===== src/logic/tmw_defines.svh =====
`ifndef TMW_DEFINES_SVH
`define TMW_DEFINES_SVH

// ****************************************
// Encodings and limits
// ****************************************
`define TMW_WGM_NORMAL 2'h0
`define TMW_WGM_PCPWM  2'h1
`define TMW_WGM_CTC    2'h2
`define TMW_WGM_FAST   2'h3
`define TMW_COM_NONE   2'h0
`define TMW_COM_TOGGLE 2'h1
`define TMW_COM_CLEAR  2'h2
`define TMW_COM_SET    2'h3
`define TMW_BOTTOM     8'h00
`define TMW_MAX        8'hFF
`define TMW_CNT_RESET  8'h00
`define TMW_OCR_RESET  8'h00
`endif


===== src/logic/tmw_pkg.sv =====
package tmw_pkg;
	typedef enum logic [1:0] {
		TMW_NORMAL = 2'b00,
		TMW_PCPWM  = 2'b01,
		TMW_CTC    = 2'b10,
		TMW_FAST   = 2'b11
	} tmw_wave_t;
endpackage : tmw_pkg


===== src/logic/tmw_cmp_if.sv =====
// ****************************************
// Compare events between counter and waveform unit
// ****************************************
interface tmw_cmp_if;
	logic match;
	logic at_bottom;
	logic up;
	logic pwm;
	logic dual;
	modport cnt (output match, output at_bottom, output up, output pwm, output dual);
	modport wave (input match, input at_bottom, input up, input pwm, input dual);
endinterface : tmw_cmp_if


===== src/logic/tmw_timer.sv =====
`include "tmw_defines.svh"
module tmw_timer import tmw_pkg::*; (
	input  wire logic       core_clk,
	input  wire logic       reset_n,
	input  wire logic       timer_tick,
	input  wire logic [1:0] waveform_mode_select,
	input  wire logic [1:0] compare_output_mode,
	input  wire logic       force_compare_strobe,
	input  wire logic       counter_wr,
	input  wire logic [7:0] counter_wdata,
	input  wire logic       compare_wr,
	input  wire logic [7:0] compare_wdata,
	input  wire logic       overflow_clr,
	input  wire logic       compare_match_clr,
	input  wire logic       pin_dir_out,
	input  wire logic       port_data,
	output logic      [7:0] counter_value,
	output logic      [7:0] compare_value,
	output logic      [7:0] compare_buffer,
	output logic            overflow_flag,
	output logic            compare_match_flag,
	output logic            compare_output_state,
	output logic            pin_out,
	output logic            pin_oe
);
	typedef struct packed {
		logic [7:0] cnt;
		logic [7:0] ocr;
		logic [7:0] obuf;
		logic       down;
		logic       block;
		logic       match_pend;
		logic       tov;
		logic       ocf;
	} tmw_st_t;
	tmw_st_t   s_q, s_d;
	tmw_wave_t wm;
	logic      match;
	logic      is_pwm;
	tmw_cmp_if ev ();

	// ****************************************
	// Helper functions
	// ****************************************
	// Compare equality, used for the live match
	function automatic logic tmw_eq(
		input logic [7:0] a,
		input logic [7:0] b
	);
		return a == b;
	endfunction : tmw_eq

	// Counter sits at its maximum
	function automatic logic tmw_is_max(
		input logic [7:0] v
	);
		return v == `TMW_MAX;
	endfunction : tmw_is_max

	// Counter sits at bottom
	function automatic logic tmw_is_bottom(
		input logic [7:0] v
	);
		return v == `TMW_BOTTOM;
	endfunction : tmw_is_bottom

	// Count up by one; carry dropped, so 0xFF rolls to 0x00
	function automatic logic [7:0] tmw_inc(
		input logic [7:0] v
	);
		return v + 8'h01;
	endfunction : tmw_inc

	// Count down by one
	function automatic logic [7:0] tmw_dec(
		input logic [7:0] v
	);
		return v - 8'h01;
	endfunction : tmw_dec

	// Both PWM modes double buffer the compare value
	function automatic logic tmw_pwm_mode(
		input tmw_wave_t m
	);
		return (m == TMW_PCPWM) || (m == TMW_FAST);
	endfunction : tmw_pwm_mode

	// ****************************************
	// Mode decode and comparator
	// ****************************************
	logic at_max;
	logic at_bottom;

	assign wm        = tmw_wave_t'(waveform_mode_select);
	assign is_pwm    = tmw_pwm_mode(wm);
	assign at_max    = tmw_is_max(s_q.cnt);
	assign at_bottom = tmw_is_bottom(s_q.cnt);
	// Blocked for one tick after a counter write
	assign match     = tmw_eq(s_q.cnt, s_q.ocr) && !s_q.block;

	// Events for the waveform unit; bottom action fires as MAX rolls over
	assign ev.match     = match;
	assign ev.at_bottom = at_max;
	assign ev.up        = !s_q.down;
	assign ev.pwm       = is_pwm;
	assign ev.dual      = (wm == TMW_PCPWM);

	// ****************************************
	// Counter, buffer and flags
	// ****************************************
	always_comb begin
		logic [7:0] nxt;
		logic       wrap;
		logic       turn;
		nxt  = s_q.cnt;
		wrap = 1'b0;
		turn = 1'b0;
		s_d  = s_q;
		// Counting sequence from mode select alone
		if (timer_tick) begin
			unique case (wm)
				TMW_NORMAL: begin
					// Free run, never cleared
					nxt  = tmw_inc(s_q.cnt);
					// Overflow as the counter becomes zero
					wrap = at_max;
				end
				TMW_CTC: begin
					// Clear on match; else run on through 0xFF
					if (match) begin
						nxt = `TMW_BOTTOM;
					end else begin
						nxt = tmw_inc(s_q.cnt);
					end
					// Overflow only on the roll from MAX
					wrap = at_max;
				end
				TMW_FAST: begin
					// Single slope, cleared on the tick after MAX
					nxt  = tmw_inc(s_q.cnt);
					wrap = at_max;
					// New compare value taken as the period ends
					if (at_max) begin
						s_d.ocr = s_q.obuf;
					end
				end
				TMW_PCPWM: begin
					// Turn at MAX and BOTTOM, each end shown for one tick
					if (!s_q.down) begin
						turn = at_max;
						if (turn) begin
							nxt = tmw_dec(s_q.cnt);
						end else begin
							nxt = tmw_inc(s_q.cnt);
						end
					end else begin
						turn = at_bottom;
						if (turn) begin
							nxt = tmw_inc(s_q.cnt);
						end else begin
							nxt = tmw_dec(s_q.cnt);
						end
					end
					if (turn) begin
						s_d.down = !s_q.down;
					end
					// Buffer copied at MAX, as in fast mode
					if (at_max) begin
						s_d.ocr = s_q.obuf;
					end
					// Overflow as the down slope reaches zero
					wrap = tmw_is_bottom(nxt);
				end
			endcase
			s_d.block      = 1'b0;
			s_d.match_pend = match;
			s_d.cnt        = nxt;
		end
		// Direction only means something in dual slope
		if (wm != TMW_PCPWM) begin
			s_d.down = 1'b0;
		end
		// Compare flag one tick after the match; set beats clear
		if (timer_tick && s_q.match_pend) begin
			s_d.ocf = 1'b1;
		end else if (compare_match_clr) begin
			s_d.ocf = 1'b0;
		end
		// Overflow only set by counting; set beats clear
		if (wrap) begin
			s_d.tov = 1'b1;
		end else if (overflow_clr) begin
			s_d.tov = 1'b0;
		end
		// Compare write: buffered in PWM, direct otherwise
		if (compare_wr) begin
			s_d.obuf = compare_wdata;
			if (!is_pwm) begin
				s_d.ocr = compare_wdata;
			end
		end
		// Buffer tracks the live value outside PWM, so PWM entry starts clean
		if (!is_pwm && !compare_wr) begin
			s_d.obuf = s_q.ocr;
		end
		// Software counter write overrides counting
		if (counter_wr) begin
			s_d.cnt        = counter_wdata;
			s_d.block      = 1'b1;
			s_d.match_pend = 1'b0;
		end
	end

	// State register
	always_ff @(posedge core_clk or negedge reset_n) begin
		if (!reset_n) begin
			s_q <= '{cnt: `TMW_CNT_RESET, ocr: `TMW_OCR_RESET, obuf: `TMW_OCR_RESET,
			         default: 1'b0};
		end else begin
			s_q <= s_d;
		end
	end

	// ****************************************
	// Waveform unit
	// ****************************************
	tmw_wavegen u_wave (
		.core_clk             (core_clk),
		.reset_n              (reset_n),
		.timer_tick           (timer_tick),
		.compare_output_mode  (compare_output_mode),
		.force_compare_strobe (force_compare_strobe),
		.ev                   (ev),
		.state_o              (compare_output_state)
	);

	// Pin override only when mode is nonzero; driver by direction
	assign pin_out = (compare_output_mode != `TMW_COM_NONE) ? compare_output_state
	                                                        : port_data;
	assign pin_oe  = pin_dir_out;

	assign counter_value      = s_q.cnt;
	assign compare_value      = s_q.ocr;
	assign compare_buffer     = s_q.obuf;
	assign overflow_flag      = s_q.tov;
	assign compare_match_flag = s_q.ocf;
endmodule : tmw_timer


===== src/logic/tmw_wavegen.sv =====
`include "tmw_defines.svh"
module tmw_wavegen import tmw_pkg::*; (
	input  wire logic       core_clk,
	input  wire logic       reset_n,
	input  wire logic       timer_tick,
	input  wire logic [1:0] compare_output_mode,
	input  wire logic       force_compare_strobe,
	tmw_cmp_if.wave         ev,
	output logic            state_o
);
	typedef struct packed {
		logic oc;
	} tmw_wg_t;
	tmw_wg_t s_q, s_d;

	// ****************************************
	// Output-compare state update
	// ****************************************
	always_comb begin
		logic act;
		act = 1'b0;
		s_d = s_q;
		// Mode bits read live, so a new value hits the next match
		if (!ev.pwm) begin
			act = (timer_tick && ev.match) || force_compare_strobe;
			if (act) begin
				unique case (compare_output_mode)
					`TMW_COM_NONE:   s_d.oc = s_q.oc;
					`TMW_COM_TOGGLE: s_d.oc = ~s_q.oc;
					`TMW_COM_CLEAR:  s_d.oc = 1'b0;
					`TMW_COM_SET:    s_d.oc = 1'b1;
				endcase
			end
		end else if (timer_tick && compare_output_mode != `TMW_COM_NONE) begin
			if (ev.dual) begin
				// Up match clears, down match sets for non-inverting
				if (ev.match && compare_output_mode[1])
					s_d.oc = compare_output_mode[0] ^ ~ev.up;
			end else if (compare_output_mode == `TMW_COM_TOGGLE) begin
				if (ev.match)
					s_d.oc = ~s_q.oc;
			end else if (ev.match) begin
				// Match wins over bottom: with clear on match, a compare of MAX keeps the level cleared
				s_d.oc = compare_output_mode[0];
			end else if (ev.at_bottom) begin
				s_d.oc = ~compare_output_mode[0];
			end
		end
	end

	// State flop
	always_ff @(posedge core_clk or negedge reset_n) begin
		if (!reset_n) begin
			s_q <= '0;
		end else begin
			s_q <= s_d;
		end
	end

	assign state_o = s_q.oc;
endmodule : tmw_wavegen


===== config.mk =====
export PLATFORM = sky130hd
export DESIGN_NAME = tmw_timer
export DESIGN_NICKNAME = d
export VERILOG_FILES = /design/src/logic/tmw_pkg.sv /design/src/logic/tmw_cmp_if.sv /design/src/logic/tmw_timer.sv /design/src/logic/tmw_wavegen.sv
export VERILOG_INCLUDE_DIRS = /design/src /design/src/logic
export SDC_FILE = /design/constraint.sdc
export NUM_CORES = 1
export LEC_CHECK = 0
export CAP_MARGIN = 20
export CORE_MARGIN = 2
export CORE_UTILIZATION = 60
export CTS_BUF_LIST = sky130_fd_sc_hd__clkbuf_2
export DETAILED_ROUTE_END_ITERATION = 10
export DONT_BUFFER_PORTS = 1
export HOLD_SLACK_MARGIN = 0.15
export PLACE_DENSITY = 0.76
export REMOVE_ABC_BUFFERS = 1
export SKIP_LAST_GASP = 1
export SLEW_MARGIN = 20
export SYNTH_ARGS = -nofsm -noshare
export SYNTH_HDL_FRONTEND = slang
export SYNTH_HIERARCHICAL = 1
export SYNTH_SLANG_ARGS = --single-unit

===== constraint.sdc =====
create_clock -name core_clk -period 2.2 [get_ports core_clk]
set_input_delay 0.44 -clock core_clk [delete_from_list [all_inputs] [get_ports core_clk]]
set_output_delay 0.44 -clock core_clk [all_outputs]
set_load 0.05 [all_outputs]

==> results of run 1 <==
cell usage after synthesis (6+ instances only):
library cell,number,area share
dfrtp_1,30,0.31
buf_4,28,0.086
nor2_1,27,0.042
mux2i_1,20,0.082
nand2_1,18,0.028
o21ai_0,16,0.033
xnor2_1,16,0.058
a21oi_1,15,0.031
inv_1,14,0.022
nor3_1,10,0.021
nand3_1,7,0.014
a221o_1,6,0.025
buf_2,6,0.012
clkbuf_1,6,0.0092
ha_1,6,0.031
power groups by stage:
stage	clock network [mW]	registers (mW)	logic, mW
floorplan	0	0.938	0.322
global placement	0	0.789	0.644
detailed placement	0	0.791	0.650
CTS	0.294	0.779	0.684
global route	0.313	0.789	0.769
finish	0.288	0.779	0.719
stage by stage:
step                cell area, um^2  hold slack (ns)  utilization
floorplan                      2161           0.1444            -
CTS                            2590           0.1573       0.6569
detailed placement             2449           0.1449       0.6211
global placement               2449           0.1449       0.6211
finish                         2648           0.1639       0.6715
global route                   2648           0.1557       0.6715
routing by layer:
| layer | vias to the layer above | global-route usage | part of all wire |
|---|---|---|---|
| met5 | - | 0 | 0 |
| met4 | 0 | 0.1224 | 0.020 |
| met3 | 11 | 0.08000 | 0.099 |
| met2 | 101 | 0.4277 | 0.48 |
| met1 | 997 | 0.3750 | 0.40 |
| li1 | 982 | - | - |
sequential cells by signal, summed over array words and instances, names as in the netlist:
| name | cells |
|---|---|
| compare_buffer | 8 |
| compare_value | 8 |
| counter_value | 8 |
| s_q | 3 |
| compare_match_flag | 1 |
| overflow_flag | 1 |
| u_wave/state_o | 1 |
how the worst max path moves through the flow:
stage | startpoint | endpoint | slack, ns | cells past startpoint
finish | counter_value[2] | counter_value[7] | 0.03 | 6
global route | counter_value[2] | counter_value[7] | -0.07 | 6
CTS | counter_value[2] | counter_value[7] | 0.04 | 6
detailed placement | counter_value[2] | counter_value[7] | 0.08 | 6
global placement | counter_value[2] | counter_value[7] | 0.17 | 6
floorplan | waveform_mode_select[1] | u_wave/state_o | -0.33 | 8
critical path, cell delays in order, from the launching register on:
cell       delay (ns)
dfrtp_2          0.50
or4_4            0.57
nor4_4           0.16
mux2i_1          0.24
mux2i_1          0.11
o2bb2ai_2        0.16
a221o_1          0.35
cell type report:
| class | count | area, um^2 | share of cell area |
|---|---|---|---|
| clock buffer | 5 | 25.02 | 0.009452 |
| sequential | 30 | 754.5 | 0.2850 |
| timing repair buffer | 42 | 351.6 | 0.1328 |
| multi-input combinational | 197 | 1385 | 0.5232 |
| clock inverter | 3 | 16.27 | 0.006144 |
| tap | 50 | 62.56 | 0.02363 |
| inverter | 14 | 52.55 | 0.01985 |
cells by family (layout without fill, tap and decap cells):
family | Yosys count | count (layout)
buffers and inverters | 55 | 64
XOR/XNOR | 19 | 19
multiplexers | 22 | 22
flip-flops | 30 | 30
AO/OA/AOI/OAI | 66 | 66
adder cells (fa/ha/maj) | 6 | 6
AND/OR/NAND/NOR | 84 | 84
timing repair:
| action | 4_1_cts | 5_1_grt |
|---|---|---|
| hold buffers | 9 | 0 |
| resized for setup | 0 | 8 |
| hold endpoints to repair | 40 | 0 |
| setup endpoints to repair | 0 | 6 |
| setup buffers | 0 | 3 |
==> run_results.csv, run 1 <==
group,metric,value,unit
status,outcome,"finished clean",
clock_tree,cts_tree,"built",
clock_tree,root_buffer,"clkbuf_2",
synth,avgSynthCellArea,8.634,um^2
power_and_ir_drop,peakVddDrop,0.4401,mV
timing,tightest_slew,0.5132,ns
clock_tree,clock_latency,0.40,ns
final_layout,syn_to_final_growth,8.736,%
timing,skew,0.03909,ns
floorplan,die_area,4583,um^2
timing,fin_crit,2.175,ns
timing,period_share,0.9885,
floorplan,die_h,67.70,um
synth,netlist_instances,282,
power_and_ir_drop,powerDensity,674.7,nW/um^2
critical_path,cp_data_required_time,2.48,ns
clock_tree,htree_levels,2,
grt,grt_start_max_net_pins,31,
routing,vias,2091,
placed_design,gp_congestion,0.9584,
placed_design,post-dp-hpwl,4183,um
synth,yosysWarnings,6,
clock_tree,cts.sinks,30,
synth,synth_compound_area_frac,0.1922,
timing,setup_tns,0,ns
grt,grtUsageTotal,0.2824,
grt,grt_pass1_vias,1910,
synth,synth_cell_types,54,
final_layout,drive_gt1_frac,0.2096,
synth,synth_xor_area_frac,0.06835,
synth,synth_edf_count,0,
routing,firstDrtPassIters,4,
routing,wirelength,6148,um
min_path,hold_path.startpoint,"timer_tick",
final_layout,final_common_cell,"buf_4",
floorplan,io_pins,59,
routing,first_iter_violations,188,
floorplan,die_w,67.70,um
synth,synthArstFlopShare,1.000,
power_and_ir_drop,leakage,1.075,nW
power_and_ir_drop,p_comb_frac,0.403,
clock_tree,cts.clk_slew.worst_paths,0.20,ns
floorplan,rows,23,
timing,fmax,459.8,MHz
critical_path,cp_max_fo,7,
routing,avgRoutedWirePerCell,18.03,um
synth,synth_top_family_by_area,"compound AO/OA/AOI/OAI gates",
final_layout,final_cell_mix,"buf_4 (32), nor2_1 (27), dfrtp_1 (27)",
routing,drc,0,
min_path,hold_depth,2,
critical_path,rr_endpoint,"counter_value[7]",
synth,synth_fa_ha_area_frac,0.03083,
grt,gr-total-overflow,0,
floorplan,start_util,0.6176,
power_and_ir_drop,p_total,1.786,mW
critical_path,worst-setup-path-type,"flip-flop to flip-flop",
final_layout,fillers,317,
timing,hold_violations,0,
power_and_ir_drop,p_int,0.9638,mW
placed_design,place.port_buffers,0,
critical_path,start_kind,"flip-flop",
synth,synthFlopType,"dfrtp_1",
power_and_ir_drop,swShare,0.4605,
synth,yosys.area_share.simple,0.1747,
routing,ant_nets,0,
timing,rsz0062_at_grt,"yes",
power_and_ir_drop,clockPowerShare,0.161,
power_and_ir_drop,p_seq_frac,0.436,
run,cap_violations,0,
grt,antenna_found_initial,0,
critical_path,end_kind,"flip-flop",
timing,layout_setup_ws,0.02528,ns
placed_design,dp_cells,321,
final_layout,nNetsFinal,326,
critical_path,reg2reg_from,"counter_value[2]",
floorplan,core_area,3943,um^2
timing,slew_viol_final,0,
timing,setup_viol,0,
critical_path,critPathArrivalTime,2.46,ns
synth,synth-seq-area-share,0.3083,
synth,synth-seq-cells,30,
final_layout,fin_cells,341,
final_layout,antenna_cells,0,
critical_path,reg2regPathDepth,6,
min_path,hold_path_class,"input port to flip-flop",
placed_design,dp_slack,0.07645,ns
timing,slew_headroom,0.6578,
routing,post_drt_via_cell_ratio,6.132,
synth,synth_area,2435,um^2
min_path,holdPathEnd,"compare_match_flag",
synth,synth_mux_area_frac,0.09147,
critical_path,rrSetupSlack,0.03,ns
power_and_ir_drop,switchingPower,0.8225,mW
grt,grt_pass1_wl,9308,um
clock_tree,cts_buffers,5,
clock_tree,cts.path.max_buffers,2,
Power figures use the tool's default switching activity.
==> run 2: changes to the inputs <==
--- a/config.mk
+++ b/config.mk
@@ -13,6 +13,7 @@
 export DETAILED_ROUTE_END_ITERATION = 10
 export DONT_BUFFER_PORTS = 1
 export HOLD_SLACK_MARGIN = 0.15
+export MAX_ROUTING_LAYER = met4
 export PLACE_DENSITY = 0.76
 export REMOVE_ABC_BUFFERS = 1
 export SKIP_LAST_GASP = 1
==> run 2 against run 1 <==
Net effect: count of clock-buffer cells in the layout unchanged; critical endpoint is now u_wave/state_o; die area is the same; clock skew is 0.026 ns lower; first-iteration DRC count decreased by 24%; cell area is 1.4% lower; sequential power grew 0.8%; via count rose by 2.2%; flip-flop and latch count is the same; combinational power decreased by 2%; global-route usage is 0.15 points higher; clock power is 32% higher; power rose by 4.7%.
==> run_results.csv, run 2 (synthesized netlist as in run 1, its figures left out) <==
group,metric,value,unit
floorplan,die_h,67.70,um
clock_tree,clock_latency,0.36,ns
clock_tree,cts.path.max_buffers,2,
grt,grt_pass1_wl,9411,um
clock_tree,cts_buffers,5,
routing,post_drt_via_cell_ratio,6.376,
final_layout,fin_area,2611,um^2
timing,period_share,0.9501,
timing,fin_crit,2.090,ns
critical_path,cp_max_fo,8,
critical_path,end_kind,"flip-flop",
grt,grt_start_max_net_pins,31,
routing,first_iter_violations,143,
timing,setup_tns,0,ns
final_layout,final_cell_mix,"buf_4 (31), nor2_1 (27), dfrtp_1 (27)",
grt,gr-total-overflow,0,
timing,skew,0.01339,ns
grt,grt_pass1_vias,2022,
timing,slew_viol_final,0,
final_layout,antenna_cells,0,
critical_path,start_kind,"flip-flop",
floorplan,rows,23,
timing,setup_viol,0,
routing,avgRoutedWirePerCell,18.36,um
routing,firstDrtPassIters,5,
placed_design,post-dp-hpwl,4195,um
grt,antenna_found_initial,0,
routing,ant_nets,0,
floorplan,die_area,4583,um^2
floorplan,io_pins,59,
clock_tree,cts.clk_slew.worst_paths,0.17,ns
clock_tree,cts_tree,"built",
timing,slew_headroom,0.6479,
power_and_ir_drop,powerDensity,716.3,nW/um^2
clock_tree,cts.sinks,30,
routing,drc,0,
timing,fmax,478.4,MHz
placed_design,place.port_buffers,0,
final_layout,final_common_cell,"buf_4",
routing,wirelength,6151,um
run,cap_violations,0,
critical_path,cp_data_required_time,2.46,ns
power_and_ir_drop,peakVddDrop,0.4072,mV
placed_design,gp_congestion,0.9816,
final_layout,syn_to_final_growth,7.245,%
timing,tightest_slew,0.5282,ns
clock_tree,root_buffer,"clkbuf_2",
floorplan,die_w,67.70,um
power_and_ir_drop,leakage,1.062,nW
clock_tree,htree_levels,2,
status,outcome,"finished clean",
placed_design,placed_area,2449,um^2
min_path,hold_path_class,"input port to flip-flop",
final_layout,nNetsFinal,321,
critical_path,critPathArrivalTime,2.35,ns
grt,grtUsageTotal,0.2839,
timing,hold_violations,0,
floorplan,start_util,0.6176,
final_layout,drive_gt1_frac,0.2035,
floorplan,core_area,3943,um^2
critical_path,worst-setup-path-type,"flip-flop to flip-flop",
routing,vias,2136,
run 2: cell types whose count changed in the layout (fill, tap and decap cells not counted):
| cell | before | now |
|---|---|---|
| xnor2_1 | 16 | 15 |
| o2bb2ai_2 | 1 | 0 |
| clkinvlp_4 | 1 | 0 |
| o2bb2ai_1 | 2 | 3 |
| bufinv_16 | 0 | 1 |
| dlygate4sd3_1 | 8 | 4 |
| clkinv_2 | 1 | 0 |
| xnor2_2 | 0 | 1 |
| o41ai_1 | 0 | 1 |
| o41ai_2 | 1 | 0 |
| buf_4 | 32 | 31 |
run 2: path summary, 6_finish.rpt:
check	from	end	slack [ns]	depth (start not counted)
min in group asynchronous	reset_n	compare_buffer[7]	0.49	2
min	counter_wr	s_q[3]	0.16	1
max reg2reg	counter_value[7]	u_wave/state_o	0.11	8
max in group asynchronous	reset_n	counter_value[3]	1.52	2
min reg2reg	s_q[2]	compare_match_flag	0.54	2
max	counter_value[7]	u_wave/state_o	0.11	8
run 2: per-stage QoR:
stage | util | hold slack [ns] | cells | worst slack, ns | power, mW
after floorplan | - | 0.1444 | 241 | -0.3258 | 1.260
after global placement | 0.6211 | 0.1449 | 321 | 0.1674 | 1.433
after detailed placement | 0.6211 | 0.1450 | 321 | 0.1244 | 1.444
after CTS | 0.6487 | 0.1575 | 332 | 0.09395 | 1.841
after global routing | 0.6623 | 0.1467 | 335 | -0.02391 | 1.956
final | 0.6623 | 0.1626 | 335 | 0.1097 | 1.870
run 2: layout make-up:
class,count,area (um^2)
inverters,14,52.55
clock inverters,2,33.78
fillers,315,1331
repair buffers,37,304.0
well taps,50,62.56
multi-input cells,197,1379
flip-flops and latches,30,754.5
clock buffers,5,25.02
run 2: what timing repair did:
| item | 4_1_cts | 5_1_grt |
|---|---|---|
| hold buffers | 4 | 1 |
| endpoints found under the setup margin | 0 | 8 |
| buffers inserted | 0 | 2 |
| gates resized for setup | 0 | 7 |
| hold endpoints to repair | 35 | 1 |
run 2: critical path, cell delays in order (launching register included):
cell and delay (ns):
dfrtp_1 0.57, xnor2_1 0.16, nand4_1 0.13, nor4_2 0.23
buf_4 0.18, and2b_4 0.14, a311oi_1 0.03, a311o_1 0.28
mux2_2 0.27
run 2: report_power, final:
group          leakage [nW]  switching, mW  internal [mW]
clock network        0.0365          0.198          0.183
logic                 0.669          0.436          0.268
registers             0.357          0.169          0.616
total                  1.06          0.803           1.07
run 2: routing by layer:
metal	part of all wire	GRT usage	up-vias
met4	0.019	0.1199	0
met2	0.49	0.4289	127
met1	0.40	0.3705	1020
met3	0.096	0.05667	16
met5	0	-	-
li1	-	-	973
==> run 3: changes to the inputs <==
--- a/config.mk
+++ b/config.mk
@@ -16,9 +16,9 @@
 export MAX_ROUTING_LAYER = met4
 export PLACE_DENSITY = 0.76
 export REMOVE_ABC_BUFFERS = 1
+export SETUP_SLACK_MARGIN = 0.15
 export SKIP_LAST_GASP = 1
 export SLEW_MARGIN = 20
 export SYNTH_ARGS = -nofsm -noshare
 export SYNTH_HDL_FRONTEND = slang
-export SYNTH_HIERARCHICAL = 1
 export SYNTH_SLANG_ARGS = --single-unit
==> run 3 against run 2 <==
Net effect: combinational power increased by 6.1%; largest power group unchanged; register-to-register slack barely moved; setup slack improved by 0.0074 ns; maximum frequency rose by 0.35%; count of clock-buffer cells in the layout up 1; clock skew barely moved; clock power is 8.7% higher.
==> run_results.csv, run 3 <==
group,metric,value,unit
synth,yosys.area_share.simple,0.1956,
timing,period_share,0.9468,
final_layout,finalCoreUtilization,0.7344,
synth,synth_compound_area_frac,0.1526,
critical_path,start_kind,"flip-flop",
final_layout,final_cell_mix,"buf_4 (44), nand2_1 (26), dfrtp_1 (26)",
grt,gr-total-overflow,0,
synth,synth-seq-cells,30,
timing,slew_headroom,0.4923,
critical_path,critPathArrivalTime,2.38,ns
clock_tree,clock_latency,0.39,ns
final_layout,drive_gt1_frac,0.2606,
final_layout,fillers,297,
synth,yosysTopAreaCell,"dfrtp_1",
clock_tree,htree_levels,2,
synth,netlist_instances,278,
clock_tree,cts_tree,"built",
routing,avgRoutedWirePerCell,18.20,um
synth,synth_top_family_by_area,"simple AND/OR/NAND/NOR gates",
critical_path,cp_max_fo,4,
synth,synth_area,2419,um^2
timing,rsz0062_at_grt,"yes",
clock_tree,cts.sinks,30,
final_layout,syn_to_final_growth,19.71,%
grt,grt_start_max_net_pins,31,
critical_path,cp_data_required_time,2.49,ns
synth,synth-seq-area-share,0.3104,
critical_path,rrSetupSlack,0.12,ns
clock_tree,cts_buffers,5,
synth,synthTopCellsByArea,"dfrtp_1 (31%), mux2i_1 (9.1%), buf_4 (8.1%)",
timing,setup_viol,0,
final_layout,antenna_cells,0,
synth,avgSynthCellArea,8.700,um^2
power_and_ir_drop,peakVddDrop,0.4609,mV
grt,antenna_found_initial,0,
synth,synth_top_cell_area_share,0.3104,
routing,ant_nets,0,
final_layout,final_common_cell,"buf_4",
routing,firstDrtPassIters,6,
routing,post_drt_via_cell_ratio,6.017,
power_and_ir_drop,p_total,1.927,mW
synth,synth_cell_types,50,
run,cap_violations,0,
timing,slew_viol_final,0,
routing,first_iter_violations,114,
power_and_ir_drop,powerDensity,665.5,nW/um^2
synth,synthArstFlopShare,1.000,
timing,hold_violations,0,
timing,tightest_slew,0.7612,ns
clock_tree,root_buffer,"clkbuf_2",
synth,synth_fa_ha_area_frac,0.03104,
grt,grt_pass1_wl,9673,um
placed_design,place.port_buffers,0,
synth,yosysWarnings,0,
floorplan,die_h,67.49,um
power_and_ir_drop,leakage,1.289,nW
grt,grtUsageTotal,0.3019,
timing,fin_crit,2.083,ns
min_path,hold_path_class,"input port to flip-flop",
placed_design,gp_congestion,0.8651,
floorplan,die_w,67.49,um
placed_design,post-dp-hpwl,4272,um
synth,yosysMostFrequentCell,"dfrtp_1",
synth,synth_xor_area_frac,0.07243,
critical_path,worst-setup-path-type,"flip-flop to flip-flop",
floorplan,die_area,4555,um^2
placed_design,placed_area,2494,um^2
synth,synth_edf_count,0,
synth,synth_mux_area_frac,0.1050,
floorplan,io_pins,59,
timing,fmax,480.1,MHz
clock_tree,cts.path.max_buffers,2,
grt,grt_pass1_vias,1997,
floorplan,core_area,3943,um^2
status,outcome,"finished clean",
synth,synth_commonest_cells,"dfrtp_1 (30), buf_4 (26), nand2_1 (26), mux2i_1 (22), nor2_1 (17)",
routing,drc,0,
routing,vias,2148,
floorplan,rows,23,
synth,synthFlopType,"dfrtp_1",
final_layout,nNetsFinal,342,
timing,skew,0.01318,ns
floorplan,start_util,0.6135,
routing,wirelength,6497,um
critical_path,end_kind,"flip-flop",
final_layout,fin_area,2895,um^2
clock_tree,cts.clk_slew.worst_paths,0.18,ns
## run 3: cell families after synthesis
family / after synthesis
xor+xnor: 20
compound gates: 59
mux: 25
simple gates: 84
flops: 30
buf+inv: 54
fa+ha+maj: 6
## run 3: layout make-up
| cell class | count | area [um^2] | share of cell area |
|---|---|---|---|
| Clock inverter | 2 | 37.54 | 0.01296 |
| Clock buffer | 6 | 30.03 | 0.01037 |
| Sequential cell | 30 | 755.7 | 0.2610 |
| Multi-Input combinational cell | 194 | 1418 | 0.4896 |
| Tap cell | 50 | 62.56 | 0.02161 |
| Timing Repair Buffer | 64 | 550.5 | 0.1901 |
| Inverter | 11 | 41.29 | 0.01426 |
## run 3: path summary, 6_finish.rpt
path,startpoint,to,depth (start not counted)
worst max-delay path,counter_value[1],overflow_flag,7
min in group asynchronous,reset_n,compare_value[5],2
worst max register to register,counter_value[1],overflow_flag,7
max in group asynchronous,reset_n,counter_value[2],2
worst min register to register,s_q[2],s_q[2],2
worst min-delay path,compare_wr,compare_buffer[1],2
## run 3: power breakdown
group | total, mW | internal (mW) | switching (mW) | leakage, nW
Clock | 0.414 | 0.197 | 0.217 | 0.0392
Sequential | 0.766 | 0.612 | 0.154 | 0.368
Combinational | 0.747 | 0.307 | 0.440 | 0.882
Total | 1.93 | 1.12 | 0.811 | 1.29
## run 3: worst max-delay path, cell delays in order, from the launching register on
cell and delay [ns]:
dfrtp_1 0.45, ha_1 0.21, nand3_2 0.10, nor3_2 0.18, mux2_2 0.38, a221oi_4 0.25
nor4_1 0.08, a221o_1 0.33
## run 3: timing repair
item                                    4_1_cts  5_1_grt
pin swaps                                     6        3
setup buffers                                 6        0
hold endpoints to repair                     47        7
gates resized for setup                      16        6
endpoints found under the setup margin        4       13
hold buffers                                 11        8
## run 3: layer usage
metal	global-route usage	part of all wire
met1	0.3581	0.40
met2	0.4939	0.49
met3	0.06000	0.068
met4	0.1378	0.037
met5	-	0
## run 3: stage by stage
stage	hold slack, ns	TNS [ns]	worst slack (ns)	std cells
global placement	0.1454	0	0.05867	324
global route	0.1500	0	0.03373	357
finish	0.1510	0	0.1171	357
CTS	0.1509	0	0.1530	349
detailed placement	0.1455	0	0.05814	324
floorplan	0.1444	-2.927	-0.4598	235
